$ cat src/sepp_params.svh
// Named constants of the serial EEPROM front end.
// Assumes inclusion by bare name from the package and sepp_core.
`ifndef SEPP_PARAMS_SVH
`define SEPP_PARAMS_SVH

`define SEPP_OP_ARM 8'h06
`define SEPP_OP_DISARM 8'h04
`define SEPP_OP_ST_FETCH 8'h05
`define SEPP_OP_ST_STORE 8'h01
`define SEPP_OP_ARR_RD 8'h03
`define SEPP_OP_ARR_WR 8'h02
`define SEPP_OP_ID_RD 8'h83
`define SEPP_OP_ID_WR 8'h82

`define SEPP_ST_BUSY 0
`define SEPP_ST_LATCH 1
`define SEPP_ST_GUARD_LO 2
`define SEPP_ST_GUARD_HI 3
`define SEPP_ST_LOCK 7

`define SEPP_GUARD_NONE 2'h0
`define SEPP_GUARD_QTR 2'h1
`define SEPP_GUARD_HALF 2'h2
`define SEPP_GUARD_ALL 2'h3
`define SEPP_QTR_BASE 16'hc000
`define SEPP_HALF_BASE 16'h8000

`define SEPP_HDR_SHORT 3'h1
`define SEPP_HDR_LONG 3'h3
`define SEPP_NEED_STATUS 3'h2
`define SEPP_NEED_ARRAY 3'h4
`define SEPP_BYTE_MAX 3'h7

`define SEPP_PROG_TIME_US 100
`define SEPP_CLK_PERIOD_NS 4

`endif

$ cat src/sepp_pkg.sv
// Types shared by the serial EEPROM front end.
// Assumes sepp_params.svh is on the include path.
`include "sepp_params.svh"
package sepp_pkg;
    typedef enum logic [1:0] {
        SEPP_PH_CMD = 2'b00,
        SEPP_PH_BODY = 2'b01,
        SEPP_PH_IGNORE = 2'b10
    } sepp_phase_e;
endpackage

$ cat src/sepp_sync.sv
// Two-flop synchroniser, one chain per bit.
// Assumes asynchronous inputs and a single destination clock.
`timescale 1ns/1ps
module sepp_sync #(
    parameter int W = 1
) (
    input wire logic clk,
    input wire logic arst_n,
    input wire logic [W-1:0] d,
    output logic [W-1:0] q
);
    logic [W-1:0] meta;
    genvar i;
    generate
        for (i = 0; i < W; i++) begin : g_bit
            always_ff @(posedge clk or negedge arst_n) begin
                if (!arst_n) begin
                    meta[i] <= 1'b0;
                    q[i] <= 1'b0;
                end else begin
                    meta[i] <= d[i];
                    q[i] <= meta[i];
                end
            end
        end
    endgenerate
endmodule

$ cat src/sepp_fifo.sv
// Flip-flop FIFO with a registered output word.
// Assumes one clock; the drain side may stall at will.
`timescale 1ns/1ps
module sepp_fifo #(
    parameter int W = 24,
    parameter int D = 16
) (
    input wire logic clk,
    input wire logic arst_n,
    input wire logic [W-1:0] in_data,
    input wire logic in_valid,
    output logic in_ready,
    output logic [W-1:0] out_data,
    output logic out_valid,
    input wire logic out_ready
);
    localparam int AW = $clog2(D);
    logic [W-1:0] mem [D];
    logic [AW-1:0] wr_ptr;
    logic [AW-1:0] rd_ptr;
    logic [AW:0] count;
    logic push;
    logic pop;

    assign in_ready = count < (AW+1)'(D);
    assign push = in_valid & in_ready;
    assign pop = (count != '0) & (~out_valid | out_ready);

    always_ff @(posedge clk) begin
        if (push) begin
            mem[wr_ptr] <= in_data;
        end
    end

    always_ff @(posedge clk or negedge arst_n) begin
        if (!arst_n) begin
            wr_ptr <= '0;
            rd_ptr <= '0;
            count <= '0;
        end else begin
            if (push) begin
                wr_ptr <= (wr_ptr == AW'(D - 1)) ? '0 : wr_ptr + AW'(1);
            end
            if (pop) begin
                rd_ptr <= (rd_ptr == AW'(D - 1)) ? '0 : rd_ptr + AW'(1);
            end
            count <= count + (AW+1)'(push) - (AW+1)'(pop);
        end
    end

    always_ff @(posedge clk or negedge arst_n) begin
        if (!arst_n) begin
            out_valid <= 1'b0;
            out_data <= '0;
        end else if (pop) begin
            out_valid <= 1'b1;
            out_data <= mem[rd_ptr];
        end else if (out_ready) begin
            out_valid <= 1'b0;
        end
    end
endmodule

$ cat src/sepp_core.sv
// Serial EEPROM front end: pin sampling, hold, protocol checks, status.
// Assumes the array answers arr_rd_data within two clocks of arr_addr.
//
// Contract
// - Selected means active; standby after deselect only when not busy.
// - Both clock modes work: idle low or idle high.
// - Input sampled on rising clock edges, output changes on falling.
// - Pause starts only when hold is low with clock low.
// - While paused: output high impedance, clock and input ignored.
// - Pause ends when hold high and clock low.
// - Deselect during pause abandons the transfer.
// - After power-up, unselected until a select falling edge.
// - Program commands need latch, whole bytes, data byte, clean end.
// - Select rising off a byte boundary discards a program command.
// - Read commands shift data out until select rises.
// - Status: lock b7, guards b3 b2, latch b1, busy b0, rest zero.
// - Busy reads one from program decode until its cycle ends.
// - Program commands execute only with the latch set.
// - Arm sets latch; disarm, program completion and power-up clear it.
// - Guard bits persist and change only by a status store while not frozen.
// - Guard codes refuse writes starting in none, top quarter, top half, all plus ID.
// - Lock clear: status store accepted whatever the protect pin.
// - Lock set and protect low: status store discarded, bits frozen.
// - Frozen by lock or pin first; left only when pin goes high.
// - Unknown opcode: ignore everything until deselect.
// - Output MSB first; high impedance unless sending read data.
// - Status fetch answered at any time, even while busy.
`timescale 1ns/1ps
`include "sepp_params.svh"
module sepp_core import sepp_pkg::*; #(
    parameter int PROG_CYCLES =
        `SEPP_PROG_TIME_US * 1000 / `SEPP_CLK_PERIOD_NS,
    parameter logic [1:0] GUARD_INIT = 2'h0,
    parameter logic LOCK_INIT = 1'b0,
    parameter int FIFO_DEPTH = 16
) (
    input wire logic clk,
    input wire logic arst_n,
    input wire logic sclk,
    input wire logic cs_n,
    input wire logic hold_n,
    input wire logic wp_n,
    input wire logic mosi,
    output logic miso,
    output logic miso_oe_n,
    output logic standby,
    output logic [15:0] arr_addr,
    output logic arr_id_page,
    input wire logic [7:0] arr_rd_data,
    output logic [23:0] wdata,
    output logic wdata_valid,
    input wire logic wdata_ready,
    output logic arr_commit,
    output logic arr_abort
);
    localparam int CW = $clog2(PROG_CYCLES + 1);

    // ==========================================================
    // Pin sampling and edge detection
    logic [4:0] pin_s;
    logic s_sclk, s_cs_n, s_hold_n, s_wp_n, s_mosi;
    logic sclk_q, cs_q, armed, paused;
    logic sclk_rise, sclk_fall, cs_rise, cs_fall, selected, go;

    sepp_sync #(.W(5)) u_sync (
        .clk(clk),
        .arst_n(arst_n),
        .d({sclk, cs_n, hold_n, wp_n, mosi}),
        .q(pin_s)
    );
    assign {s_sclk, s_cs_n, s_hold_n, s_wp_n, s_mosi} = pin_s;

    always_ff @(posedge clk or negedge arst_n) begin
        if (!arst_n) begin
            sclk_q <= 1'b0;
            cs_q <= 1'b0;
        end else begin
            sclk_q <= s_sclk;
            cs_q <= s_cs_n;
        end
    end
    // Edges only; the clock's idle level is irrelevant.
    assign sclk_rise = s_sclk & ~sclk_q;
    assign sclk_fall = ~s_sclk & sclk_q;
    assign cs_rise = s_cs_n & ~cs_q;
    assign cs_fall = ~s_cs_n & cs_q;

    // A select held low through power-up never produces a falling edge.
    always_ff @(posedge clk or negedge arst_n) begin
        if (!arst_n) begin
            armed <= 1'b0;
        end else if (cs_fall) begin
            armed <= 1'b1;
        end
    end
    assign selected = armed & ~s_cs_n;

    always_ff @(posedge clk or negedge arst_n) begin
        if (!arst_n) begin
            paused <= 1'b0;
        end else if (s_cs_n) begin
            paused <= 1'b0;
        end else if (!paused && !s_hold_n && !s_sclk) begin
            paused <= 1'b1;
        end else if (paused && s_hold_n && !s_sclk) begin
            paused <= 1'b0;
        end
    end
    assign go = selected & ~paused;

    // ==========================================================
    // Command decode helpers
    logic [7:0] opcode;
    sepp_phase_e phase;
    logic [2:0] bit_cnt, byte_cnt;
    logic [7:0] shift_in, nb, status, stat_new;
    logic [15:0] hdr_addr;
    logic busy, latch, lock, frozen, overrun, pend_status;
    logic [1:0] guard;
    logic byte_done, push, fifo_in_ready, rd_slot, rd_load;

    function automatic logic op_known(input logic [7:0] op);
        return op == `SEPP_OP_ARM || op == `SEPP_OP_DISARM ||
               op == `SEPP_OP_ST_FETCH || op == `SEPP_OP_ST_STORE ||
               op == `SEPP_OP_ARR_RD || op == `SEPP_OP_ARR_WR ||
               op == `SEPP_OP_ID_RD || op == `SEPP_OP_ID_WR;
    endfunction
    function automatic logic op_rd(input logic [7:0] op);
        return op == `SEPP_OP_ST_FETCH || op == `SEPP_OP_ARR_RD ||
               op == `SEPP_OP_ID_RD;
    endfunction
    function automatic logic op_bulk(input logic [7:0] op);
        return op == `SEPP_OP_ARR_WR || op == `SEPP_OP_ID_WR;
    endfunction

    assign byte_done = go & sclk_rise & (phase != SEPP_PH_IGNORE) &
                       (bit_cnt == `SEPP_BYTE_MAX);
    assign nb = {shift_in[6:0], s_mosi};
    assign status = {lock, 3'b000, guard, latch, busy};
    assign frozen = lock & ~s_wp_n;

    // ==========================================================
    // Bit and byte framing
    always_ff @(posedge clk or negedge arst_n) begin
        if (!arst_n) begin
            phase <= SEPP_PH_CMD;
            bit_cnt <= '0;
            byte_cnt <= '0;
            shift_in <= '0;
            opcode <= '0;
            hdr_addr <= '0;
        end else if (!selected) begin
            phase <= SEPP_PH_CMD;
            bit_cnt <= '0;
            byte_cnt <= '0;
        end else if (go && sclk_rise && phase != SEPP_PH_IGNORE) begin
            shift_in <= nb;
            bit_cnt <= bit_cnt + 3'h1;
            if (byte_done) begin
                if (byte_cnt != `SEPP_BYTE_MAX) begin
                    byte_cnt <= byte_cnt + 3'h1;
                end
                case (phase)
                    SEPP_PH_CMD: begin
                        opcode <= nb;
                        // Array reads are refused while a cycle runs.
                        if (!op_known(nb) || (busy && op_rd(nb) &&
                            nb != `SEPP_OP_ST_FETCH)) begin
                            phase <= SEPP_PH_IGNORE;
                        end else begin
                            phase <= SEPP_PH_BODY;
                        end
                    end
                    SEPP_PH_BODY: begin
                        if (byte_cnt == 3'h1) begin
                            hdr_addr[15:8] <= nb;
                        end
                        if (byte_cnt == 3'h2) begin
                            hdr_addr[7:0] <= nb;
                        end
                    end
                    default: begin
                    end
                endcase
            end
        end
    end

    // ==========================================================
    // Read data out and array address
    assign rd_slot = go & (phase == SEPP_PH_BODY) & op_rd(opcode) &
        (byte_cnt >= ((opcode == `SEPP_OP_ST_FETCH) ?
                      `SEPP_HDR_SHORT : `SEPP_HDR_LONG));
    assign rd_load = rd_slot & sclk_fall & (bit_cnt == 3'h0);
    assign push = byte_done & (phase == SEPP_PH_BODY) & op_bulk(opcode) &
                  (byte_cnt >= `SEPP_HDR_LONG);

    logic [7:0] out_sh;
    logic out_live;
    logic [7:0] out_byte;
    assign out_byte = (opcode == `SEPP_OP_ST_FETCH) ? status : arr_rd_data;

    always_ff @(posedge clk or negedge arst_n) begin
        if (!arst_n) begin
            miso <= 1'b0;
            miso_oe_n <= 1'b1;
            out_sh <= '0;
            out_live <= 1'b0;
        end else if (!rd_slot) begin
            miso_oe_n <= 1'b1;
            out_live <= out_live & selected;
        end else if (rd_load) begin
            miso <= out_byte[7];
            out_sh <= {out_byte[6:0], 1'b0};
            miso_oe_n <= 1'b0;
            out_live <= 1'b1;
        end else begin
            // A pause must not cost the bit already on the line.
            miso_oe_n <= ~out_live;
            if (sclk_fall) begin
                miso <= out_sh[7];
                out_sh <= {out_sh[6:0], 1'b0};
            end
        end
    end

    always_ff @(posedge clk or negedge arst_n) begin
        if (!arst_n) begin
            arr_addr <= '0;
            arr_id_page <= 1'b0;
        end else if (byte_done && phase == SEPP_PH_BODY &&
                     byte_cnt == 3'h2) begin
            arr_addr <= {hdr_addr[15:8], nb};
            arr_id_page <= opcode[7];
        end else if ((rd_load && opcode != `SEPP_OP_ST_FETCH) || push) begin
            arr_addr <= arr_addr + 16'h0001;
        end
    end

    // ==========================================================
    // Write data buffering toward the array
    // The link cannot be stalled, so a full buffer poisons the command.
    always_ff @(posedge clk or negedge arst_n) begin
        if (!arst_n) begin
            overrun <= 1'b0;
            stat_new <= '0;
        end else begin
            if (cs_fall) begin
                overrun <= 1'b0;
            end else if (push && !fifo_in_ready) begin
                overrun <= 1'b1;
            end
            if (byte_done && phase == SEPP_PH_BODY && byte_cnt == 3'h1 &&
                opcode == `SEPP_OP_ST_STORE) begin
                stat_new <= nb;
            end
        end
    end

    sepp_fifo #(.W(24), .D(FIFO_DEPTH)) u_fifo (
        .clk(clk),
        .arst_n(arst_n),
        .in_data({arr_addr, nb}),
        .in_valid(push),
        .in_ready(fifo_in_ready),
        .out_data(wdata),
        .out_valid(wdata_valid),
        .out_ready(wdata_ready)
    );

    // ==========================================================
    // Command completion at select rising
    logic end_ok, arm_ok, disarm_ok, prog_ok, prot, enough;
    logic [CW-1:0] cyc_cnt;
    logic busy_end;

    assign end_ok = cs_rise & armed & ~paused & (phase == SEPP_PH_BODY) &
                    (bit_cnt == 3'h0);
    assign arm_ok = end_ok & (opcode == `SEPP_OP_ARM);
    assign disarm_ok = end_ok & (opcode == `SEPP_OP_DISARM);
    assign enough = (opcode == `SEPP_OP_ST_STORE) ?
        (byte_cnt >= `SEPP_NEED_STATUS) : (byte_cnt >= `SEPP_NEED_ARRAY);

    always_comb begin
        prot = 1'b0;
        if (opcode == `SEPP_OP_ID_WR) begin
            prot = (guard == `SEPP_GUARD_ALL);
        end else if (opcode == `SEPP_OP_ARR_WR) begin
            case (guard)
                `SEPP_GUARD_QTR: prot = hdr_addr >= `SEPP_QTR_BASE;
                `SEPP_GUARD_HALF: prot = hdr_addr >= `SEPP_HALF_BASE;
                `SEPP_GUARD_ALL: prot = 1'b1;
                default: prot = 1'b0;
            endcase
        end
    end

    assign prog_ok = end_ok & (op_bulk(opcode) |
        (opcode == `SEPP_OP_ST_STORE)) & enough & latch & ~busy &
        ~overrun & ~prot &
        ~((opcode == `SEPP_OP_ST_STORE) & frozen);
    assign busy_end = busy & (cyc_cnt == '0);

    always_ff @(posedge clk or negedge arst_n) begin
        if (!arst_n) begin
            busy <= 1'b0;
            cyc_cnt <= '0;
        end else if (prog_ok) begin
            busy <= 1'b1;
            cyc_cnt <= CW'(PROG_CYCLES - 1);
        end else if (busy_end) begin
            busy <= 1'b0;
        end else if (busy) begin
            cyc_cnt <= cyc_cnt - CW'(1);
        end
    end

    // A set arriving with a clear wins.
    always_ff @(posedge clk or negedge arst_n) begin
        if (!arst_n) begin
            latch <= 1'b0;
        end else if (arm_ok) begin
            latch <= 1'b1;
        end else if (disarm_ok || busy_end) begin
            latch <= 1'b0;
        end
    end

    // Guard and lock take their new value when the cycle completes.
    always_ff @(posedge clk or negedge arst_n) begin
        if (!arst_n) begin
            guard <= GUARD_INIT;
            lock <= LOCK_INIT;
            pend_status <= 1'b0;
        end else if (prog_ok && opcode == `SEPP_OP_ST_STORE) begin
            pend_status <= 1'b1;
        end else if (busy_end && pend_status) begin
            pend_status <= 1'b0;
            guard <= {stat_new[`SEPP_ST_GUARD_HI],
                      stat_new[`SEPP_ST_GUARD_LO]};
            lock <= stat_new[`SEPP_ST_LOCK];
        end
    end

    always_ff @(posedge clk or negedge arst_n) begin
        if (!arst_n) begin
            standby <= 1'b1;
            arr_commit <= 1'b0;
            arr_abort <= 1'b0;
        end else begin
            standby <= ~selected & ~busy;
            arr_commit <= prog_ok & op_bulk(opcode);
            arr_abort <= cs_rise & armed & (phase == SEPP_PH_BODY) &
                         op_bulk(opcode) & ~prog_ok;
        end
    end
endmodule

$ cat config.mk
export PLATFORM = sky130hd
export DESIGN_NAME = sepp_core
export DESIGN_NICKNAME = d
export VERILOG_FILES = /design/src/sepp_pkg.sv /design/src/sepp_sync.sv /design/src/sepp_fifo.sv /design/src/sepp_core.sv
export VERILOG_INCLUDE_DIRS = /design/src
export SDC_FILE = /design/constraint.sdc
export NUM_CORES = 1
export LEC_CHECK = 0
export BUFFER_PORTS_ARGS = -buffer_cell sky130_fd_sc_hd__buf_2
export CAP_MARGIN = 20
export CORE_MARGIN = 8
export CORE_UTILIZATION = 35
export CTS_BUF_LIST = sky130_fd_sc_hd__clkbuf_16
export DETAILED_ROUTE_END_ITERATION = 16
export HOLD_SLACK_MARGIN = 0.03
export PLACE_DENSITY = 0.53
export RECOVER_POWER = 25
export SETUP_SLACK_MARGIN = 0.3
export SLEW_MARGIN = 25
export SYNTH_ARGS = -nofsm -noshare
export SYNTH_HDL_FRONTEND = slang
export SYNTH_SLANG_ARGS = --single-unit
$ cat constraint.sdc
create_clock -name clk -period 4 [get_ports clk]
set_input_delay 0.2 -clock clk [delete_from_list [all_inputs] [get_ports clk]]
set_output_delay 0.2 -clock clk [all_outputs]
set_load 0.05 [all_outputs]
**Yosys cells after proc, flatten, opt, wreduce, memory -nomap -nowiden**

Memory sizes are Yosys's and may differ from the RTL's. A register that Yosys moved wholly into a read port is not among the register bits.
Index checks and enable logic that the tools add are counted.
Widths: inputs -> output; s select.

- Memory bits (writable): 384
- Output and inout port bits: 47
- Logic and storage cells: 257
- Flip-flop bits (word level): 128
- Input bits: 16
- Memories kept: 1

- Add/sub/neg operators: 8
- $lt $le $gt $ge: 7
- Multiplexer cells: 47
- Bitwise logic cells: 58
- Reduce and logical (&&, ||, !) cells: 59
- Equality and inequality tests: 35

Memories:

| memory | depth | bits a word | rd ports | clocked after Yosys merged registers in | wr ports | RTL line | source |
|---|---|---|---|---|---|---|---|
| u_fifo.mem | 16 | 24 | 1 | 1 | 1 | sepp_fifo.sv:18 | `logic [W-1:0] mem [D];` |

Operators by type and width:

| kind | number |
|---|---|
| $eq 8x3->1 const B | 6 |
| $mux 15 | 3 |
| $and 1x1->1 | 41 |
| $eq 8x2->1 const B | 4 |
| $eq 8x8->1 const B | 4 |
| $ge 16x16->1 const B | 2 |
| $mux 16 | 2 |
| $mux 1 | 24 |
| $mux 8 | 3 |
| $mux 3 | 6 |
| $add 16x1->16 const B | 1 |
| $eq 8x1->1 const B | 2 |
| $logic_and 1x1->1 | 16 |
| $ne 8x3->1 const B | 2 |
| $reduce_bool 2->1 | 8 |
| $logic_not 15->1 | 1 |
| $logic_or 1x1->1 | 15 |
| $not 1->1 | 15 |
| $sub 15x1->15 const B | 1 |
| $mux 2 | 6 |
| $ne 2x1->1 const B | 5 |
| $reduce_and 5->1 | 2 |
| $add 4x1->4 const B | 2 |
| $eq 4x4->1 const B | 2 |
| other kinds (25) | 41 |

**Logic depth before layout (Yosys ltp)**

- Depth after elaboration: 16
- Gate-level depth with buffers: 16
- Mapped depth without buffers: 15

**Hierarchy**

Synthesis repeated with hierarchy kept, for this count alone.

- Cells, all modules: 1255
- Area total of the unflattened synthesis: 21131.5 µm²

By module, submodules not included:

| module | area each (µm²) | instances | seq. area each (µm²) | cells each |
|---|---|---|---|---|
| sepp_fifo | 16387.0 | 1 | 12482.0 | 807 |
| sepp_core | 4494.3 | 1 | 2254.7 | 438 |
| sepp_sync | 250.2 | 1 | 250.2 | 10 |

**Worst setup path after synthesis**

Ideal clock, no wire load.

- Path kind: reg-to-reg
- Start: reg opcode[0]
- End: mem u_fifo.mem[10][0], enable pin
- Library setup time: 405 ps
- Path buffers: 2
- Setup slack: 835 ps
- Period minus slack after synthesis: 3165 ps
- Data arrival time: 2760 ps
- Cell stages (with the launch flop): 8
- Required time: 3595 ps
- Cells stage by stage: dfrtp_1 nor4_4 nand2_1 clkbuf_1 nor4_1 buf_2 nand3b_1 nor2_1

- Longest elaborated chain between the ends: 7
- Elaborated cells on any way between the ends: 8
- Classes of those cells: eq/ne: 2; mux: 2; bitwise: 3; reduce/logical: 1

Ends and longest elaborated chain:

| element | RTL line | source |
|---|---|---|
| start, declared | sepp_core.sv:113 | `logic [7:0] opcode;` |
| start signal, assigned | sepp_core.sv:165 | `opcode <= nb;` |
| $eq 8x2->1 (no source line) or $eq 8x8->1 (tied branches) | n/a |  |
| $logic_or 1x1->1 (no source line) (*) | n/a |  |
| $and 1x1->1 (*) (2 in a row) | sepp_core.sv:195 | `assign push = byte_done & (phase == SEPP_PH_BODY) & op_bulk(opcode) &` |
| $and 1x1->1 (*) | sepp_fifo.sv:26 | `assign push = in_valid & in_ready;` |
| $mux 1 (*) | sepp_fifo.sv:30 | `if (push) begin` |
| $mux 1 (implied by the code) (*) | sepp_fifo.sv:31 | `mem[wr_ptr] <= in_data;` |
| end, declared | sepp_fifo.sv:18 |  |

Mark *: on every way between the ends. The rest lies on a longest branch, timed or not.

**Worst setup path in the final report**

- Start: reg opcode[6]
- End: reg arr_addr[5]

- Longest elaborated chain between the ends: 10
- Elaborated cells on any way between the ends: 20
- Classes of those cells: order compare: 1; eq/ne: 6; mux: 1; bitwise: 6; reduce/logical: 6

Ends and longest elaborated chain:

| element | RTL line | source |
|---|---|---|
| branches (longest 8 deep; another with $ge 3x2->1) | n/a |  |
| $logic_or 1x1->1 (*) | sepp_core.sv:235 | `` end else if ((rd_load && opcode != `SEPP_OP_ST_FETCH) \|\| push) begin `` |
| $reduce_bool 2->1 (no source line) (*) | n/a |  |
| end signal, assigned | sepp_core.sv:233 | `arr_addr <= {hdr_addr[15:8], nb};` |
| end signal, assigned | sepp_core.sv:236 | `arr_addr <= arr_addr + 16'h0001;` |
| end, declared | sepp_core.sv:47 | `output logic [15:0] arr_addr,` |

Mark *: on every way between the ends.
A chain may end at the register's enable or synchronous reset.

==> metrics.txt <==
outcome finished with violations; violated checks max-capacitance violations, max-slew violations; syn avg cell area 17.51 um2; Setup Buffers After CTS 0; vias 11238; DIE HEIGHT ~260 um; post-synth top area cell edfxtp_1; crit-path max FO 16; antenna violations before repair 1; nets ~1400; Hold Vio Cnt, Final 0; FF+latch area approximately 15000 um2; Worst Clk Skew 0.03214 ns; ys flop type edfxtp_1; most common cell after layout, fill and taps aside edfxtp_1; hold path cells 4; Hold Slack 0.07145 ns; vias per cell roughly 5.2; DRT iter0 DRCs between 800 and 900; class of the most critical setup path reg -> reg; detailed placement HPWL around 30 mm; Synth async-reset ratio roughly a quarter; Leakage ~8.4 nW; most frequent cells in the layout 384 x edfxtp_1, 133 x dfrtp_1, 96 x mux4_2; Gate Count Post-Synth between 1000 and 1500; first-pass GRT wire length about 74 mm; HP Start arr_rd_data[7]; CTS Sinks roughly 520; H-tree levels 2; CTS buffer count between 50 and 60; CP max-delay cell o32a_1; routed len/inst ~23 um; EDFF count, synth between 300 and 400; worst r2r dst arr_addr[5]; r2r startpoint opcode[6]; Critical Path RT roughly 4.5 ns; Hold WC Path Type in -> reg; Netlist cell types 70; GRT overflow 0; Site Rows 90; core area 60020 um2; Area growth syn-to-layout 16.37%; non-filler instance count after layout between 2000 and 2500; Clock transition at path regs 0.06 ns; Overall Power around 14 mW; share of post-route cells with drive strength above 1 23.96%; initial core utilization 35.24%; PortBufs between 60 and 70; post-CTS sizing 0; Slew HR -58.05%; Tightest Pin Transition 2.371 ns; Max Clk Rate 0.3006 GHz; largest delay contributor family on the critical path compound AO/OA/AOI/OAI gates; n_diodes 0; Post-Route WL around 49 mm; dpl cells between 2000 and 2500; TNS Setup 0 ns; TritonCTS clock tree done; GRT Util Overall 14.30%; Crit path largest cell delay about 0.57 ns; Setup Viol. Count Final 0; Clock Latency Late Sink 0.61 ns; Routed Antenna Nets 0; vias in the first global route 11860; register bit total from synthesis 522; post-synth top area share between 50% and 60%; Pre-antenna DRT Iters 4; Final Cycle Share 83.16%; Hold Path Sink miso; clk root buf clkbuf_16; RSZ-0062 raised after global routing no; pwr/cell area 585.0 nW/um2; YS warnings 0; Slew Viols, Final slightly below 90; clk buf depth 3; register area share after synthesis between 70% and 80%; Max Cap Viol 1; minimum clock period roughly 3.3 ns; DRC viols 0; largest net degree at the start of global routing 88; Critical path buffers and inverters 1; mapped cell area 21150 um2; Filler cells roughly 5400; Die ar. just under 70000 um2; Reg2Reg Depth 9; worst vdd ir between 0.3 and 0.4 mV; Critical Path AT roughly 3.8 ns; die extent in x ~260 um; GP Congestion a little under 0.8; area occupied by multi-input gates 5827 um2; largest cells by area after synthesis edfxtp_1 55%, dfrtp_1 16%, mux4_2 10%; IO Pins 63; critical-path cell list nor3_2 -> nand3_1 -> inv_1 -> ha_1 -> a211o_1 -> nand4_1 -> o32a_1 -> o21ai_0 -> a31oi_1; CP Capture Type register; Post-Syn Nets ~1200; critical path startpoint category register; R2R setup slack 0.67 ns
-- cell type report --
| cell class | count | area share (%) |
|---|---|---|
| Clock inverter | 47 | 2.089 |
| Timing Repair Buffer | 117 | 3.157 |
| Clock buffer | 55 | 5.592 |
| Sequential cell | 522 | 60.93 |
| Tap cell | 782 | 3.976 |
| Inverter | 38 | 0.5796 |
| Multi-Input combinational cell | 594 | 23.68 |
-- cells in the mapped netlist (8+ instances only) --
| cell | number |
|---|---|
| o31ai_1 | 8 |
| nand4_1 | 11 |
| a21o_1 | 33 |
| nand2_1 | 51 |
| and3_1 | 16 |
| nand3_1 | 14 |
| o21ai_0 | 28 |
| ha_1 | 22 |
| o22ai_1 | 24 |
| mux4_2 | 96 |
| edfxtp_1 | 384 |
| dfrtp_1 | 136 |
| and2_1 | 14 |
| or4_1 | 11 |
| mux2i_1 | 61 |
| a31oi_1 | 8 |
| buf_2 | 16 |
| mux2_2 | 23 |
| clkbuf_1 | 32 |
| a21oi_1 | 22 |
| xnor2_1 | 12 |
| nor2_1 | 39 |
| a211oi_1 | 8 |
| inv_1 | 37 |
-- registers in the layout (all words and copies together) (netlist names), 3 cells and up --
name             flops
arr_addr            16
bit_cnt              3
byte_cnt             3
cyc_cnt             15
hdr_addr             8
opcode               8
out_sh               7
shift_in             7
stat_new             3
u_fifo.count         5
u_fifo.mem         384
u_fifo.out_data     24
u_fifo.rd_ptr        4
u_fifo.wr_ptr        4
u_sync.meta          5
u_sync.q             5
-- worst min-delay path, cell delays in order --
cell      delay, ns
buf_2          0.10
mux2i_1        0.12
a211oi_1       0.09
a21o_1         0.14
-- how the worst max path moves through the flow --
stage | from | endpoint | slack (ns) | depth (start not counted)
final | opcode[6] | arr_addr[5] | 0.67 | 9
after CTS | opcode[6] | arr_addr[5] | 0.73 | 9
after global placement | opcode[6] | arr_addr[1] | 0.86 | 9
after global routing | opcode[6] | arr_addr[1] | 0.47 | 9
after floorplan | opcode[0] | u_fifo.mem[10][0] | 0.84 | 7
after detailed placement | bit_cnt[1] | u_fifo.mem[8][22] | 0.74 | 8
-- logic make-up after synthesis --
logic type	count (synthesis)	share of synthesized area, %
flops	522	70.86
fa+ha+maj	23	1.396
simple gates	214	5.721
mux	183	14.55
compound gates	158	5.082
xor+xnor	16	0.6626
buf+inv	92	1.728
-- routing by layer --
layer / up-vias / wire length (um) / track usage (%)
li1: 5041 / - / -
met1: 5944 / 22220 / 19.35
met2: 191 / 23900 / 23.93
met3: 62 / 1821 / 2.294
met4: 0 / 905 / 3.712
met5: - / 0 / 0
-- per-stage QoR --
step                worst slack (ns)  util [%]  cell area [um2]
CTS                           0.7272     41.05            24640
finish                        0.6735     41.00            24610
global placement              0.8579     37.72            22640
floorplan                     0.8354         -            21150
global route                  0.4695     41.00            24610
detailed placement            0.7406     37.72            22640
-- where the power goes --
| part | internal [mW] | total, mW | switching (mW) |
|---|---|---|---|
| clock | 3.16 | 5.29 | 2.14 |
| combinational | 1.06 | 2.50 | 1.44 |
| sequential | 6.10 | 6.60 | 0.501 |
| total | 10.3 | 14.4 | 4.08 |
-- repair_timing --
| action | 4_1_cts | 5_1_grt |
|---|---|---|
| setup endpoints to repair | 0 | 0 |
| endpoints found under the hold margin | 93 | 0 |
| hold buffers | 11 | 0 |
Note: power is estimated with default switching activity, not from simulation.
